File: config.mk
export PLATFORM = sky130hd
export DESIGN_NAME = nsac_ctrl
export DESIGN_NICKNAME = d
export VERILOG_FILES = /design/src/verilog/nsac_ctrl.v /design/src/verilog/nsac_timer.v /design/src/verilog/nsac_latches.v
export VERILOG_INCLUDE_DIRS = /design/src /design/src/verilog
export SDC_FILE = /design/constraint.sdc
export NUM_CORES = 1
export LEC_CHECK = 0
export BUFFER_PORTS_ARGS = -buffer_cell sky130_fd_sc_hd__buf_2
export CAP_MARGIN = 25
export CORE_UTILIZATION = 47
export DETAILED_ROUTE_END_ITERATION = 12
export GPL_ROUTABILITY_DRIVEN = 0
export PLACE_DENSITY_LB_ADDON = 0.12
export SLEW_MARGIN = 30
export SYNTH_ARGS = -nofsm -noshare
export SYNTH_HDL_FRONTEND = slang
export SYNTH_SLANG_ARGS = --single-unit
File: constraint.sdc
create_clock -name pclk -period 3 [get_ports pclk]
set_input_delay 0.6 -clock pclk [delete_from_list [all_inputs] [get_ports pclk]]
set_output_delay 0.6 -clock pclk [all_outputs]
set_load 0.02 [all_outputs]
File: src/verilog/nsac_consts.vh
// constants of the nonvolatile self-access controller: offsets, fields, reset values, timing
// assumes inclusion by bare name from the design files
`ifndef NSAC_CONSTS_VH
`define NSAC_CONSTS_VH

// apb register byte offsets
`define NSAC_OFF_ADDR_LOW    8'h00
`define NSAC_OFF_ADDR_HIGH   8'h04
`define NSAC_OFF_DATA_LOW    8'h08
`define NSAC_OFF_DATA_HIGH   8'h0c
`define NSAC_OFF_CONTROL     8'h10
`define NSAC_OFF_UNLOCK_KEY  8'h14
`define NSAC_OFF_FLAGS       8'h18
`define NSAC_OFF_FUSES       8'h1c

// nvm_control_reg bit positions
`define NSAC_CTL_READ_TRIGGER 0
`define NSAC_CTL_PROGRAM_GO   1
`define NSAC_CTL_WRITE_PERMIT 2
`define NSAC_CTL_WRITE_ERROR  3
`define NSAC_CTL_LATCH_ONLY   4
`define NSAC_CTL_ROW_ERASE    5
`define NSAC_CTL_CONFIG_SPACE 6
`define NSAC_CTL_PROG_SPACE   7

// flag register bit positions
`define NSAC_FLG_DONE 0
`define NSAC_FLG_BUSY 1
`define NSAC_FLG_HALT 2

// reset values and unlock keys
`define NSAC_CONTROL_RESET 8'h00
`define NSAC_KEY_FIRST     8'h55
`define NSAC_KEY_SECOND    8'haa
`define NSAC_LATCH_BLANK   14'h3fff

// array organisation
`define NSAC_WORD_BITS  14
`define NSAC_ROW_BITS   5
`define NSAC_LATCH_BITS 3

// self write protect segment limits (first unprotected word address)
`define NSAC_WRP_LIMIT_HALF  15'h4000
`define NSAC_WRP_LIMIT_SMALL 15'h0200

// timing
`define NSAC_CLK_PERIOD_NS   10
`define NSAC_ERASE_TIME_US   2000
`define NSAC_EEWRITE_TIME_US 2000

`endif

File: src/verilog/nsac_ctrl.v
// nsac_ctrl: self-access controller for data eeprom and flash program memory
// assumes an apb master on pclk, fuses static, array answers mem_rd in the same cycle
// Overview of operation
// - data memory counts as protected when data_protect_fuse reads zero.
// - while protected only the cpu reaches eeprom; external programmer is refused.
// - flash is rows of 14-bit words; a row is the smallest erase.
// - write or erase only when address lies outside the protected segment.
// - 14-bit write latches are filled only via the data register pair.
// - a row is 32 words, aligned on five zero low address bits.
// - the latch set is 8 words, aligned on three zero low bits.
// - program read uses the second following cycle; that instruction is discarded.
// - read word lands in data registers next cycle and stays there.
// - cpu reads of flash ignore program_protect_fuse.
// - while running, program memory is erased in whole rows only.
// - row_erase_select stays set during an erase and clears on completion.
// - two setup cycles after program_go; software fills them with no_operation.
// - row erase halts the cpu about 2 ms; clocks keep running.
// - cpu resumes at the third instruction after the one that set go; after a flash block write the code resumes at the fourth.
// - read_trigger and program_go are set-only; hardware clears them when done.
// - program_go refused without write_permit; clearing permit does not abort.
// - program_space_select picks flash; clear, the default, picks eeprom.
// - a finished write sets nvm_done_flag; only software clears it.
`timescale 1ns/1ps
`include "nsac_consts.vh"
module nsac_ctrl #(
  parameter ERASE_CYCLES = `NSAC_ERASE_TIME_US * 1000 / `NSAC_CLK_PERIOD_NS,
  parameter WRITE_CYCLES = `NSAC_EEWRITE_TIME_US * 1000 / `NSAC_CLK_PERIOD_NS,
  parameter LATCHES      = 8
) (
  // clock and reset
  input  wire                pclk,
  input  wire                presetn,
  // apb slave
  input  wire [7:0]          paddr,
  input  wire                psel,
  input  wire                penable,
  input  wire                pwrite,
  input  wire [31:0]         pwdata,
  output reg  [31:0]         prdata,
  output reg                 pready,
  output reg                 pslverr,
  // configuration fuses
  input  wire                data_protect_fuse,
  input  wire                program_protect_fuse,
  input  wire [1:0]          self_write_protect,
  // external programmer access to the data eeprom
  input  wire                ext_req,
  output reg                 ext_grant,
  // cpu pipeline control
  output reg                 cpu_halt,
  output reg                 cpu_discard,
  // nonvolatile arrays
  output reg                 mem_prog_space,
  output reg  [14:0]         mem_addr,
  output reg                 mem_rd,
  input  wire [13:0]         mem_rdata,
  output reg                 mem_erase,
  output reg                 mem_write,
  output reg  [7:0]          mem_wbyte,
  output wire [LATCHES*14-1:0] mem_wblock
);

  localparam ST_IDLE   = 3'd0;
  localparam ST_RWAIT  = 3'd1;
  localparam ST_RACC   = 3'd2;
  localparam ST_RCAP   = 3'd3;
  localparam ST_SETUP1 = 3'd4;
  localparam ST_SETUP2 = 3'd5;
  localparam ST_BUSY   = 3'd6;

  // software visible state
  reg [7:0]  addr_low_reg;
  reg [7:0]  addr_high_reg;
  reg [7:0]  data_low_reg;
  reg [5:0]  data_high_reg;
  reg        read_trigger;
  reg        program_go;
  reg        write_permit;
  reg        write_error;
  reg        latch_only;
  reg        row_erase_select;
  reg        config_space_select;
  reg        program_space_select;
  reg        nvm_done_flag;
  reg [1:0]  key_stage;
  reg [2:0]  state;

  // internal strobes
  reg        latch_load;
  reg        latch_blank;
  reg        timer_start;
  reg [19:0] timer_len;
  wire       timer_done;

  wire [14:0] word_addr = {addr_high_reg[6:0], addr_low_reg};
  wire        wr_access = psel & penable & pready & pwrite;
  wire        setup     = psel & ~penable;
  wire        ctl_wr    = wr_access & (paddr == `NSAC_OFF_CONTROL);
  wire        key_wr    = wr_access & (paddr == `NSAC_OFF_UNLOCK_KEY);
  wire        flg_wr    = wr_access & (paddr == `NSAC_OFF_FLAGS);

  // read and go may only be raised by software
  wire sw_read_set = ctl_wr & pwdata[`NSAC_CTL_READ_TRIGGER] & (state == ST_IDLE);
  wire sw_go_set   = ctl_wr & pwdata[`NSAC_CTL_PROGRAM_GO] & (state == ST_IDLE)
                     & write_permit & (key_stage == 2'd2);

  // protected segment test on the targeted flash word
  reg protected_hit;
  always @* begin
    case (self_write_protect)
      2'b11:   protected_hit = 1'b0;
      2'b10:   protected_hit = word_addr < `NSAC_WRP_LIMIT_SMALL;
      2'b01:   protected_hit = word_addr < `NSAC_WRP_LIMIT_HALF;
      default: protected_hit = 1'b1;
    endcase
  end

  // flash ops hit protection only when program space is chosen
  wire op_refused = program_space_select & protected_hit;

  // apb answer: zero wait state, data registered in the setup phase
  always @(posedge pclk or negedge presetn) begin
    if (!presetn) begin
      prdata  <= 32'h0000_0000;
      pready  <= 1'b0;
      pslverr <= 1'b0;
    end else begin
      pready <= 1'b1;
      if (setup) begin
        pslverr <= 1'b0;
        case (paddr)
          `NSAC_OFF_ADDR_LOW:   prdata <= {24'h00_0000, addr_low_reg};
          `NSAC_OFF_ADDR_HIGH:  prdata <= {24'h00_0000, addr_high_reg};
          `NSAC_OFF_DATA_LOW:   prdata <= {24'h00_0000, data_low_reg};
          `NSAC_OFF_DATA_HIGH:  prdata <= {26'h000_0000, data_high_reg};
          `NSAC_OFF_CONTROL:    prdata <= {24'h00_0000, program_space_select,
                                           config_space_select, row_erase_select,
                                           latch_only, write_error, write_permit,
                                           program_go, read_trigger};
          `NSAC_OFF_UNLOCK_KEY: prdata <= 32'h0000_0000; // key register reads as zero
          `NSAC_OFF_FLAGS:      prdata <= {29'h0000_0000, cpu_halt,
                                           (state != ST_IDLE), nvm_done_flag};
          `NSAC_OFF_FUSES:      prdata <= {28'h000_0000, self_write_protect,
                                           program_protect_fuse, data_protect_fuse};
          default: begin
            prdata  <= 32'h0000_0000;
            pslverr <= 1'b1;
          end
        endcase
      end
    end
  end

  // address and data registers; a finished read overwrites the data pair
  always @(posedge pclk or negedge presetn) begin
    if (!presetn) begin
      addr_low_reg  <= 8'h00;
      addr_high_reg <= 8'h00;
      data_low_reg  <= 8'h00;
      data_high_reg <= 6'h00;
    end else begin
      if (wr_access && paddr == `NSAC_OFF_ADDR_LOW)
        addr_low_reg <= pwdata[7:0];
      if (wr_access && paddr == `NSAC_OFF_ADDR_HIGH)
        addr_high_reg <= pwdata[7:0];
      if (state == ST_RCAP) begin
        data_low_reg  <= mem_rdata[7:0];
        data_high_reg <= mem_prog_space ? mem_rdata[13:8] : 6'h00;
      end else begin
        if (wr_access && paddr == `NSAC_OFF_DATA_LOW)
          data_low_reg <= pwdata[7:0];
        if (wr_access && paddr == `NSAC_OFF_DATA_HIGH)
          data_high_reg <= pwdata[5:0];
      end
    end
  end

  // unlock key tracker: 55h then aah arms one go; any other write except a non-go control write disarms
  always @(posedge pclk or negedge presetn) begin
    if (!presetn) begin
      key_stage <= 2'd0;
    end else if (key_wr) begin
      if (pwdata[7:0] == `NSAC_KEY_FIRST)
        key_stage <= 2'd1;
      else if (pwdata[7:0] == `NSAC_KEY_SECOND && key_stage == 2'd1)
        key_stage <= 2'd2;
      else
        key_stage <= 2'd0;
    end else if (wr_access) begin
      key_stage <= sw_go_set ? 2'd0 : (ctl_wr ? key_stage : 2'd0);
    end
  end

  // control bits; hardware clears read and go itself
  always @(posedge pclk or negedge presetn) begin
    if (!presetn) begin
      read_trigger         <= 1'b0;
      program_go           <= 1'b0;
      write_permit         <= 1'b0;
      write_error          <= 1'b0;
      latch_only           <= 1'b0;
      row_erase_select     <= 1'b0;
      config_space_select  <= 1'b0;
      program_space_select <= 1'b0;
    end else begin
      if (ctl_wr) begin
        // permit may drop mid-operation without aborting it
        write_permit <= pwdata[`NSAC_CTL_WRITE_PERMIT];
        write_error  <= pwdata[`NSAC_CTL_WRITE_ERROR];
        if (state == ST_IDLE) begin
          latch_only           <= pwdata[`NSAC_CTL_LATCH_ONLY];
          row_erase_select     <= pwdata[`NSAC_CTL_ROW_ERASE];
          config_space_select  <= pwdata[`NSAC_CTL_CONFIG_SPACE];
          program_space_select <= pwdata[`NSAC_CTL_PROG_SPACE];
        end
      end
      if (sw_read_set)
        read_trigger <= 1'b1;
      if (sw_go_set)
        program_go <= 1'b1;
      if (state == ST_RCAP)
        read_trigger <= 1'b0;
      if (state == ST_SETUP2 && op_refused) begin
        program_go  <= 1'b0;
        write_error <= 1'b1;
      end
      if (timer_done) begin
        program_go <= 1'b0;
        if (row_erase_select)
          row_erase_select <= 1'b0;
      end
      if (state == ST_BUSY && latch_only && !row_erase_select && program_space_select)
        program_go <= 1'b0;
    end
  end

  // done flag: software writes one to clear, a new completion wins
  always @(posedge pclk or negedge presetn) begin
    if (!presetn)
      nvm_done_flag <= 1'b0;
    else if (timer_done)
      nvm_done_flag <= 1'b1;
    else if (flg_wr && pwdata[`NSAC_FLG_DONE])
      nvm_done_flag <= 1'b0;
  end

  // sequencer for reads, latch loads, erases and writes
  always @(posedge pclk or negedge presetn) begin
    if (!presetn) begin
      state       <= ST_IDLE;
      mem_rd      <= 1'b0;
      mem_erase   <= 1'b0;
      mem_write   <= 1'b0;
      cpu_discard <= 1'b0;
      cpu_halt    <= 1'b0;
      latch_load  <= 1'b0;
      latch_blank <= 1'b0;
      timer_start <= 1'b0;
      timer_len   <= 20'h00000;
      mem_addr    <= 15'h0000;
      mem_wbyte   <= 8'h00;
      mem_prog_space <= 1'b0;
    end else begin
      mem_rd      <= 1'b0;
      mem_erase   <= 1'b0;
      mem_write   <= 1'b0;
      cpu_discard <= 1'b0;
      latch_load  <= 1'b0;
      latch_blank <= 1'b0;
      timer_start <= 1'b0;
      case (state)
        ST_IDLE: begin
          mem_prog_space <= program_space_select;
          if (sw_read_set)
            state <= program_space_select ? ST_RWAIT : ST_RACC;
          else if (sw_go_set)
            state <= ST_SETUP1;
        end
        ST_RWAIT: state <= ST_RACC;
        ST_RACC: begin
          // flash: second cycle after the trigger, its instruction dropped; eeprom: first cycle, nothing dropped
          mem_rd      <= 1'b1;
          cpu_discard <= program_space_select;
          mem_addr    <= program_space_select ? word_addr : {7'h00, addr_low_reg};
          state       <= ST_RCAP;
        end
        ST_RCAP: state <= ST_IDLE;
        ST_SETUP1: state <= ST_SETUP2;
        ST_SETUP2: begin
          if (op_refused) begin
            state <= ST_IDLE;
          end else if (program_space_select && row_erase_select) begin
            // whole row only, low five address bits forced to zero
            mem_addr    <= {word_addr[14:5], 5'b00000};
            mem_erase   <= 1'b1;
            cpu_halt    <= 1'b1;
            timer_len   <= ERASE_CYCLES[19:0];
            timer_start <= 1'b1;
            state       <= ST_BUSY;
          end else if (program_space_select) begin
            latch_load <= 1'b1;
            state      <= ST_BUSY;
          end else begin
            mem_addr    <= {7'h00, addr_low_reg};
            mem_wbyte   <= data_low_reg;
            mem_write   <= 1'b1;
            timer_len   <= WRITE_CYCLES[19:0];
            timer_start <= 1'b1;
            state       <= ST_BUSY;
          end
        end
        ST_BUSY: begin
          if (program_space_select && !row_erase_select && !mem_erase && !cpu_halt
              && !timer_start && !mem_write) begin
            if (latch_only) begin
              state <= ST_IDLE; // latch load only, no stall
            end else begin
              mem_addr    <= {word_addr[14:3], 3'b000};
              mem_write   <= 1'b1;
              cpu_halt    <= 1'b1;
              timer_len   <= ERASE_CYCLES[19:0];
              timer_start <= 1'b1;
            end
          end else if (timer_done) begin
            // release lands on the third instruction after go for a row erase, the fourth for a flash block write
            cpu_halt    <= 1'b0;
            latch_blank <= program_space_select & ~row_erase_select;
            state       <= ST_IDLE;
          end
        end
        default: state <= ST_IDLE;
      endcase
    end
  end

  // programmer may reach the eeprom only when data is unprotected
  always @(posedge pclk or negedge presetn) begin
    if (!presetn)
      ext_grant <= 1'b0;
    else
      ext_grant <= ext_req & data_protect_fuse;
  end

  nsac_latches #(
    .WORDS (LATCHES),
    .IDXW  (`NSAC_LATCH_BITS)
  ) u_latches (
    .pclk    (pclk),
    .presetn (presetn),
    .load    (latch_load),
    .idx     (addr_low_reg[`NSAC_LATCH_BITS-1:0]),
    .din     ({data_high_reg, data_low_reg}),
    .blank   (latch_blank),
    .block   (mem_wblock)
  );

  nsac_timer #(
    .W (20)
  ) u_timer (
    .pclk    (pclk),
    .presetn (presetn),
    .start   (timer_start),
    .len     (timer_len),
    .done    (timer_done)
  );

endmodule

File: src/verilog/nsac_timer.v
// nsac_timer: down counter that times an erase or write in clock cycles
// assumes start is a one-cycle pulse and len is at least one
`timescale 1ns/1ps
module nsac_timer #(
  parameter W = 20
) (
  // clock and reset
  input  wire         pclk,
  input  wire         presetn,
  // control
  input  wire         start,
  input  wire [W-1:0] len,
  output reg          done
);

  reg [W-1:0] count;
  reg         running;

  // count down from len, pulse done on the last cycle
  always @(posedge pclk or negedge presetn) begin
    if (!presetn) begin
      count   <= {W{1'b0}};
      running <= 1'b0;
      done    <= 1'b0;
    end else begin
      done <= 1'b0;
      if (start) begin
        count   <= len;
        running <= 1'b1;
      end else if (running) begin
        if (count <= {{(W-1){1'b0}}, 1'b1}) begin
          running <= 1'b0;
          done    <= 1'b1;
        end else begin
          count <= count - {{(W-1){1'b0}}, 1'b1};
        end
      end
    end
  end

endmodule

File: src/verilog/nsac_latches.v
// nsac_latches: bank of 14-bit flash write latches, not visible to software
// assumes load and blank are never asserted together by the controller
`timescale 1ns/1ps
`include "nsac_consts.vh"
module nsac_latches #(
  parameter WORDS = 8,
  parameter IDXW  = 3
) (
  // clock and reset
  input  wire                    pclk,
  input  wire                    presetn,
  // load one word, or blank the whole set
  input  wire                    load,
  input  wire [IDXW-1:0]         idx,
  input  wire [13:0]             din,
  input  wire                    blank,
  // whole set, word 0 in the low bits
  output wire [WORDS*14-1:0]     block
);

  reg [13:0] word [0:WORDS-1];
  integer    i;

  // blank state is all ones so untouched words leave flash cells erased
  always @(posedge pclk or negedge presetn) begin
    if (!presetn) begin
      for (i = 0; i < WORDS; i = i + 1)
        word[i] <= `NSAC_LATCH_BLANK;
    end else if (blank) begin
      for (i = 0; i < WORDS; i = i + 1)
        word[i] <= `NSAC_LATCH_BLANK;
    end else if (load) begin
      word[idx] <= din;
    end
  end

  genvar g;
  generate
    for (g = 0; g < WORDS; g = g + 1) begin : flat
      assign block[g*14 +: 14] = word[g];
    end
  endgenerate

endmodule

==> impl_metrics.ini, run 1 <==
[route]
num_vias = 7895
wl_per_cell_microns = 19.4
drt_first_pass_iters = 5
ant_nets = 0
detail_route.wirelength_mm = 27.8
viasPerCell = 5.52
drtIter0Drc = 601
drc = 0

[grt]
grt_overflow = 0
antenna_found_initial = 0
track_usage_pct = 24.1
grt_max_degree = 87
grt_pass1_wl_mm = 41.9
grt_pass1_vias = 7326

[sta]
worst_slew_pin_slew_ps = 754
hold_violations = 0
setup_tns_ps = 0
fin_ws_ps = 409
fin_crit_sh_pct = 86.4
clock_skew_ps = 11.0
final.min_clock_period_ps = 2590
fmax_mhz = 386
rsz0062_at_grt = no
setup_viol = 0
max_slew_margin_pct = 49.8
hold_slack_ps = 168
final_max_slew_viol_count = 0

[critical_path]
setup.worst_path.start = u_timer.count[6]
end_kind = register
path_class = register to register
cp.arrival_ps = 2990
critPathRequiredTime_ps = 3400
rr_startpoint = u_timer.count[6]
critPathLaunchType = register
crit_fanout = 13

[logic_synthesis]
seq_area_frac_synth_pct = 54.5
ys_types = 58
synth-edff-count = 0
ys_async_sr_fraction_pct = 100
ys_ff_latch = 222
ys_warn_count = 0
synth_flop_cell = dfstp_2
syn-instance-count = 953
synth_area_sq_um = 10500
syn_area_per_cell_sq_um = 11.0

[clock_network]
cts_hold_buf = 0
cts.htree.levels = 1
cts_sinks = 222
clock_latency_ps = 520
cts_tree = built
clk_path_buf_depth = 3
cts.clk_slew.worst_paths_ps = 60
numCtsBuffers = 24
cts_resized = 0
cts_setup_buffers = 0
cts_root_buf = clkbuf_16

[placed_design]
hpwl_mm = 18.4
preCtsSetupSlack_ps = 440
io_buffers = 191
dpl_cell_area_sq_um = 11700

[final_layout]
area.growth.synth_to_final_pct = 18.9
final_cell_area_sq_um = 12400
nets = 1197
layout-drive-gt1-share_pct = 37.2
final_cell_mix = buf_2, dfstp_2, dfrtp_1
largest_reg_flops = 112
insertedDiodeCount = 0
final_core_util_pct = 56.9
layout_commonest_cell = buf_2

[floorplanning]
dieArea_sq_um = 22800
fp.coreArea_sq_um = 21800
initial_utilization_pct = 47.9
num_rows = 54
die_height_microns = 151
io_pins = 240
die_w_microns = 151

[status]
status = complete, no violations

[power_and_ir_drop]
power.density_nw_per_um2 = 649
ir_worst_vdd_uv = 418
power.leakage_nw = 6.68

[flow_run]
cap_violations = 0

[hold_path]
hp-class = input pin to async pin
[where the power goes]
group	switching (W)	internal, W	leakage, nW
logic	0.000741	0.000566	3.73
registers	0.000689	0.00325	2.58
clock network	0.00118	0.00163	0.369
[cell usage after synthesis (2+ instances only)]
master / count / area [sq um]
o22ai_1: 2 / 12.5
a22oi_1: 4 / 30.0
nor2b_1: 104 / 651
dfrtp_1: 110 / 2750
mux4_2: 5 / 113
and3_1: 3 / 18.8
inv_1: 18 / 67.6
xnor2_1: 4 / 35.0
nor3b_1: 2 / 15.0
dfstp_2: 112 / 2940
o2111ai_1: 3 / 26.3
nand4_1: 7 / 43.8
o211ai_1: 7 / 52.6
mux2_2: 33 / 372
nor4_1: 7 / 43.8
and2_1: 6 / 37.5
nand2b_1: 8 / 50.1
a31oi_1: 8 / 50.1
xor2_1: 6 / 52.6
mux2i_1: 30 / 300
o31ai_1: 4 / 30.0
nor3_1: 12 / 60.1
clkbuf_1: 58 / 218
buf_2: 2 / 10.0
a21o_1: 7 / 52.6
o21a_1: 3 / 22.5
or3_1: 5 / 31.3
nor2_1: 42 / 158
or2_2: 6 / 37.5
nand3b_1: 16 / 120
or4_4: 3 / 33.8
or4_1: 6 / 45.0
buf_1: 7 / 26.3
nand3_1: 15 / 75.1
ha_1: 2 / 25.0
o21ai_0: 34 / 170
buf_4: 24 / 180
a211o_1: 100 / 876
conb_1: 2 / 7.51
a21oi_1: 15 / 75.1
nand2_1: 92 / 345
nor3_2: 3 / 30.0
[kinds of logic after synthesis]
logic type	count (synthesis)	synth area share (%)
other	2	0.0719
flip-flops	222	54.5
XOR/XNOR	10	0.838
buffers and inverters	110	4.91
AND/OR/NAND/NOR	345	18.0
multiplexers	68	7.51
adder cells (fa/ha/maj)	2	0.239
AO/OA/AOI/OAI	194	14.0
[path summary, 6_finish.rpt]
check / slack, ps / depth (start not counted) / endpoint
max: 410 / 5 / u_timer.count[17]
min: 170 / 1 / mem_wbyte[0]
max reg2reg: 410 / 5 / u_timer.count[17]
min reg2reg: 480 / 2 / prdata[5]
max in group asynchronous: 2000 / 2 / u_latches.block[77]
min in group pclk: 280 / 3 / data_low_reg[6]
[stage by stage]
stage                     instances  power (W)
final                          1429    0.00806
after global routing           1429    0.00842
after CTS                      1429    0.00813
after detailed placement       1385    0.00530
after global placement         1385    0.00527
after floorplan                 976    0.00461
[worst max-delay path: stages, from the launching register on]
cell and delay (ps):
dfrtp_1 400, or4_4 580, or4_4 580, nor2_1 440
nor2_1 150, a221o_1 320
[final cells by class]
type | count | area [sq um]
Timing Repair Buffer | 221 | 1210
Multi-Input combinational cell | 644 | 4350
Tap cell | 280 | 350
Sequential cell | 222 | 5700
Fill cell | 1964 | 9400
Clock buffer | 39 | 718
Inverter | 18 | 67.6
Clock inverter | 5 | 26.3
[metal layers]
metal | share of wire (%) | routed length [microns] | track usage [%]
met1 | 46 | 12800 | 35.0
met4 | 1.9 | 535 | 6.00
met3 | 5.8 | 1620 | 3.61
met5 | 0 | 0 | 0
met2 | 46 | 12800 | 37.7
Note: power is estimated with default switching activity, not from simulation.
==> run 2, diff against run 1 <==
clock period = 2.9 ns   (was 3 ns; I/O delays follow)
==> run 2 against run 1 <==
Net effect:
- core utilization rose by 0.65 points
- sequential cell count stayed put
- via count is 1.1% lower
==> impl_metrics.ini, run 2 (synthesized netlist as in run 1, its figures left out) <==
[status]
status = complete, no violations

[sta]
hold_violations = 0
setup_viol = 0
final_max_slew_viol_count = 0
hold_slack_ps = 142
setup_tns_ps = 0
fmax_mhz = 421
fin_crit_sh_pct = 81.8
rsz0062_at_grt = no
worst_slew_pin_slew_ps = 747
max_slew_margin_pct = 50.2
clock_skew_ps = 9.60
final.min_clock_period_ps = 2370

[clock_network]
cts_root_buf = clkbuf_16
cts.htree.levels = 1
clk_path_buf_depth = 3
clock_latency_ps = 510
cts_sinks = 222
cts_resized = 0
cts_tree = built
cts.clk_slew.worst_paths_ps = 60
cts_hold_buf = 0
cts_setup_buffers = 0
numCtsBuffers = 24

[final_layout]
area.growth.synth_to_final_pct = 20.3
largest_reg_flops = 112
insertedDiodeCount = 0
layout_commonest_cell = buf_2
fillers = 1909
nets = 1201
layout-drive-gt1-share_pct = 38.0
final_cell_mix = buf_2, dfstp_2, dfrtp_1

[route]
detail_route.wirelength_mm = 27.2
wl_per_cell_microns = 19.0
drt_first_pass_iters = 5
viasPerCell = 5.45
drtIter0Drc = 447
num_vias = 7808
drc = 0
ant_nets = 0

[floorplanning]
initial_utilization_pct = 47.9
num_rows = 54
die_w_microns = 151
io_pins = 240
die_height_microns = 151
dieArea_sq_um = 22800
fp.coreArea_sq_um = 21800

[grt]
antenna_found_initial = 0
grt_max_degree = 79
grt_pass1_vias = 7153
track_usage_pct = 23.7
grt_pass1_wl_mm = 41.4
grt_overflow = 0

[critical_path]
slowest_delay_ps = 520
rr_startpoint = u_timer.count[0]
rrSetupSlack_ps = 530
crit_fanout = 8
cp.arrival_ps = 2760
crit_family = compound AO/OA/AOI/OAI gates
setup.worst_path.start = u_timer.count[0]
worstPathCellList = inv_1, ha_1, o2111ai_1, nor2_1, buf_4, nor4b_1, mux2_2
critPathRequiredTime_ps = 3290
path_buf_inv = 2
critPathLaunchType = register
path_class = register to register
cp_slowest_cell = o2111ai_1
end_kind = register

[placed_design]
hpwl_mm = 18.1
io_buffers = 191

[power_and_ir_drop]
power.leakage_nw = 6.75
power.density_nw_per_um2 = 689
total_power_w = 0.00866
ir_worst_vdd_uv = 395

[hold_path]
hp-class = input pin to async pin

[flow_run]
cap_violations = 0
## run 2: cell count changes in the layout (fill, tap and decap cells not counted)
| cell | previous run | this run |
|---|---|---|
| bufinv_16 | 0 | 4 |
| clkinv_1 | 0 | 1 |
| inv_4 | 1 | 0 |
| clkinv_4 | 0 | 1 |
| buf_4 | 28 | 31 |
| clkbuf_8 | 5 | 3 |
| clkinv_2 | 4 | 7 |
| clkinvlp_4 | 0 | 2 |
| buf_12 | 2 | 3 |
| clkbuf_1 | 10 | 2 |
## run 2: metal layers
| metal | up-vias | global-route usage (%) | wire length, microns |
|---|---|---|---|
| met5 | - | 0 | 0 |
| met4 | 0 | 5.05 | 368 |
| met3 | 29 | 3.10 | 1440 |
| met2 | 243 | 36.3 | 12500 |
| met1 | 3853 | 36.0 | 12900 |
| li1 | 3683 | - | - |
## run 2: final cells by class
| type | count | area, sq um | share of cell area [%] |
|---|---|---|---|
| multi-input combinational | 644 | 4350 | 34.6 |
| clock buffer | 29 | 661 | 5.26 |
| inverter | 18 | 67.6 | 0.538 |
| clock inverter | 15 | 183 | 1.45 |
| timing repair buffer | 225 | 1260 | 10.0 |
| tap | 280 | 350 | 2.79 |
| sequential | 222 | 5700 | 45.3 |
## run 2: worst paths after layout
kind	endpoint	cells past startpoint
setup / recovery	u_timer.count[14]	7
hold / removal	state[0]	1
setup reg to reg	u_timer.count[14]	7
hold reg to reg	prdata[5]	2
max in group asynchronous	u_latches.block[40]	2
min in group pclk	data_low_reg[6]	3
## run 2: power by group
| group | internal (W) | switching [W] | total [W] |
|---|---|---|---|
| clock | 0.00198 | 0.00125 | 0.00323 |
| combinational | 0.000586 | 0.000773 | 0.00136 |
| sequential | 0.00336 | 0.000712 | 0.00407 |
| total | 0.00593 | 0.00273 | 0.00866 |
## run 2: through the flow
step | setup WS (ps) | cell area [sq um] | cells | utilization (%)
after floorplan | 527 | 10500 | 976 | -
after global placement | 550 | 11700 | 1389 | 53.7
after detailed placement | 496 | 11700 | 1389 | 53.7
after CTS | 510 | 12600 | 1433 | 57.6
after global routing | 235 | 12600 | 1433 | 57.6
final | 527 | 12600 | 1433 | 57.6
## run 2: worst reg2reg max path, delay by kind of cell (launching register included)
kind | cells | cell delay, ps
fa+ha+maj | 1 | 250
mux | 1 | 380
compound gates | 1 | 520
simple gates | 2 | 440
buf+inv | 2 | 260
flops | 1 | 410
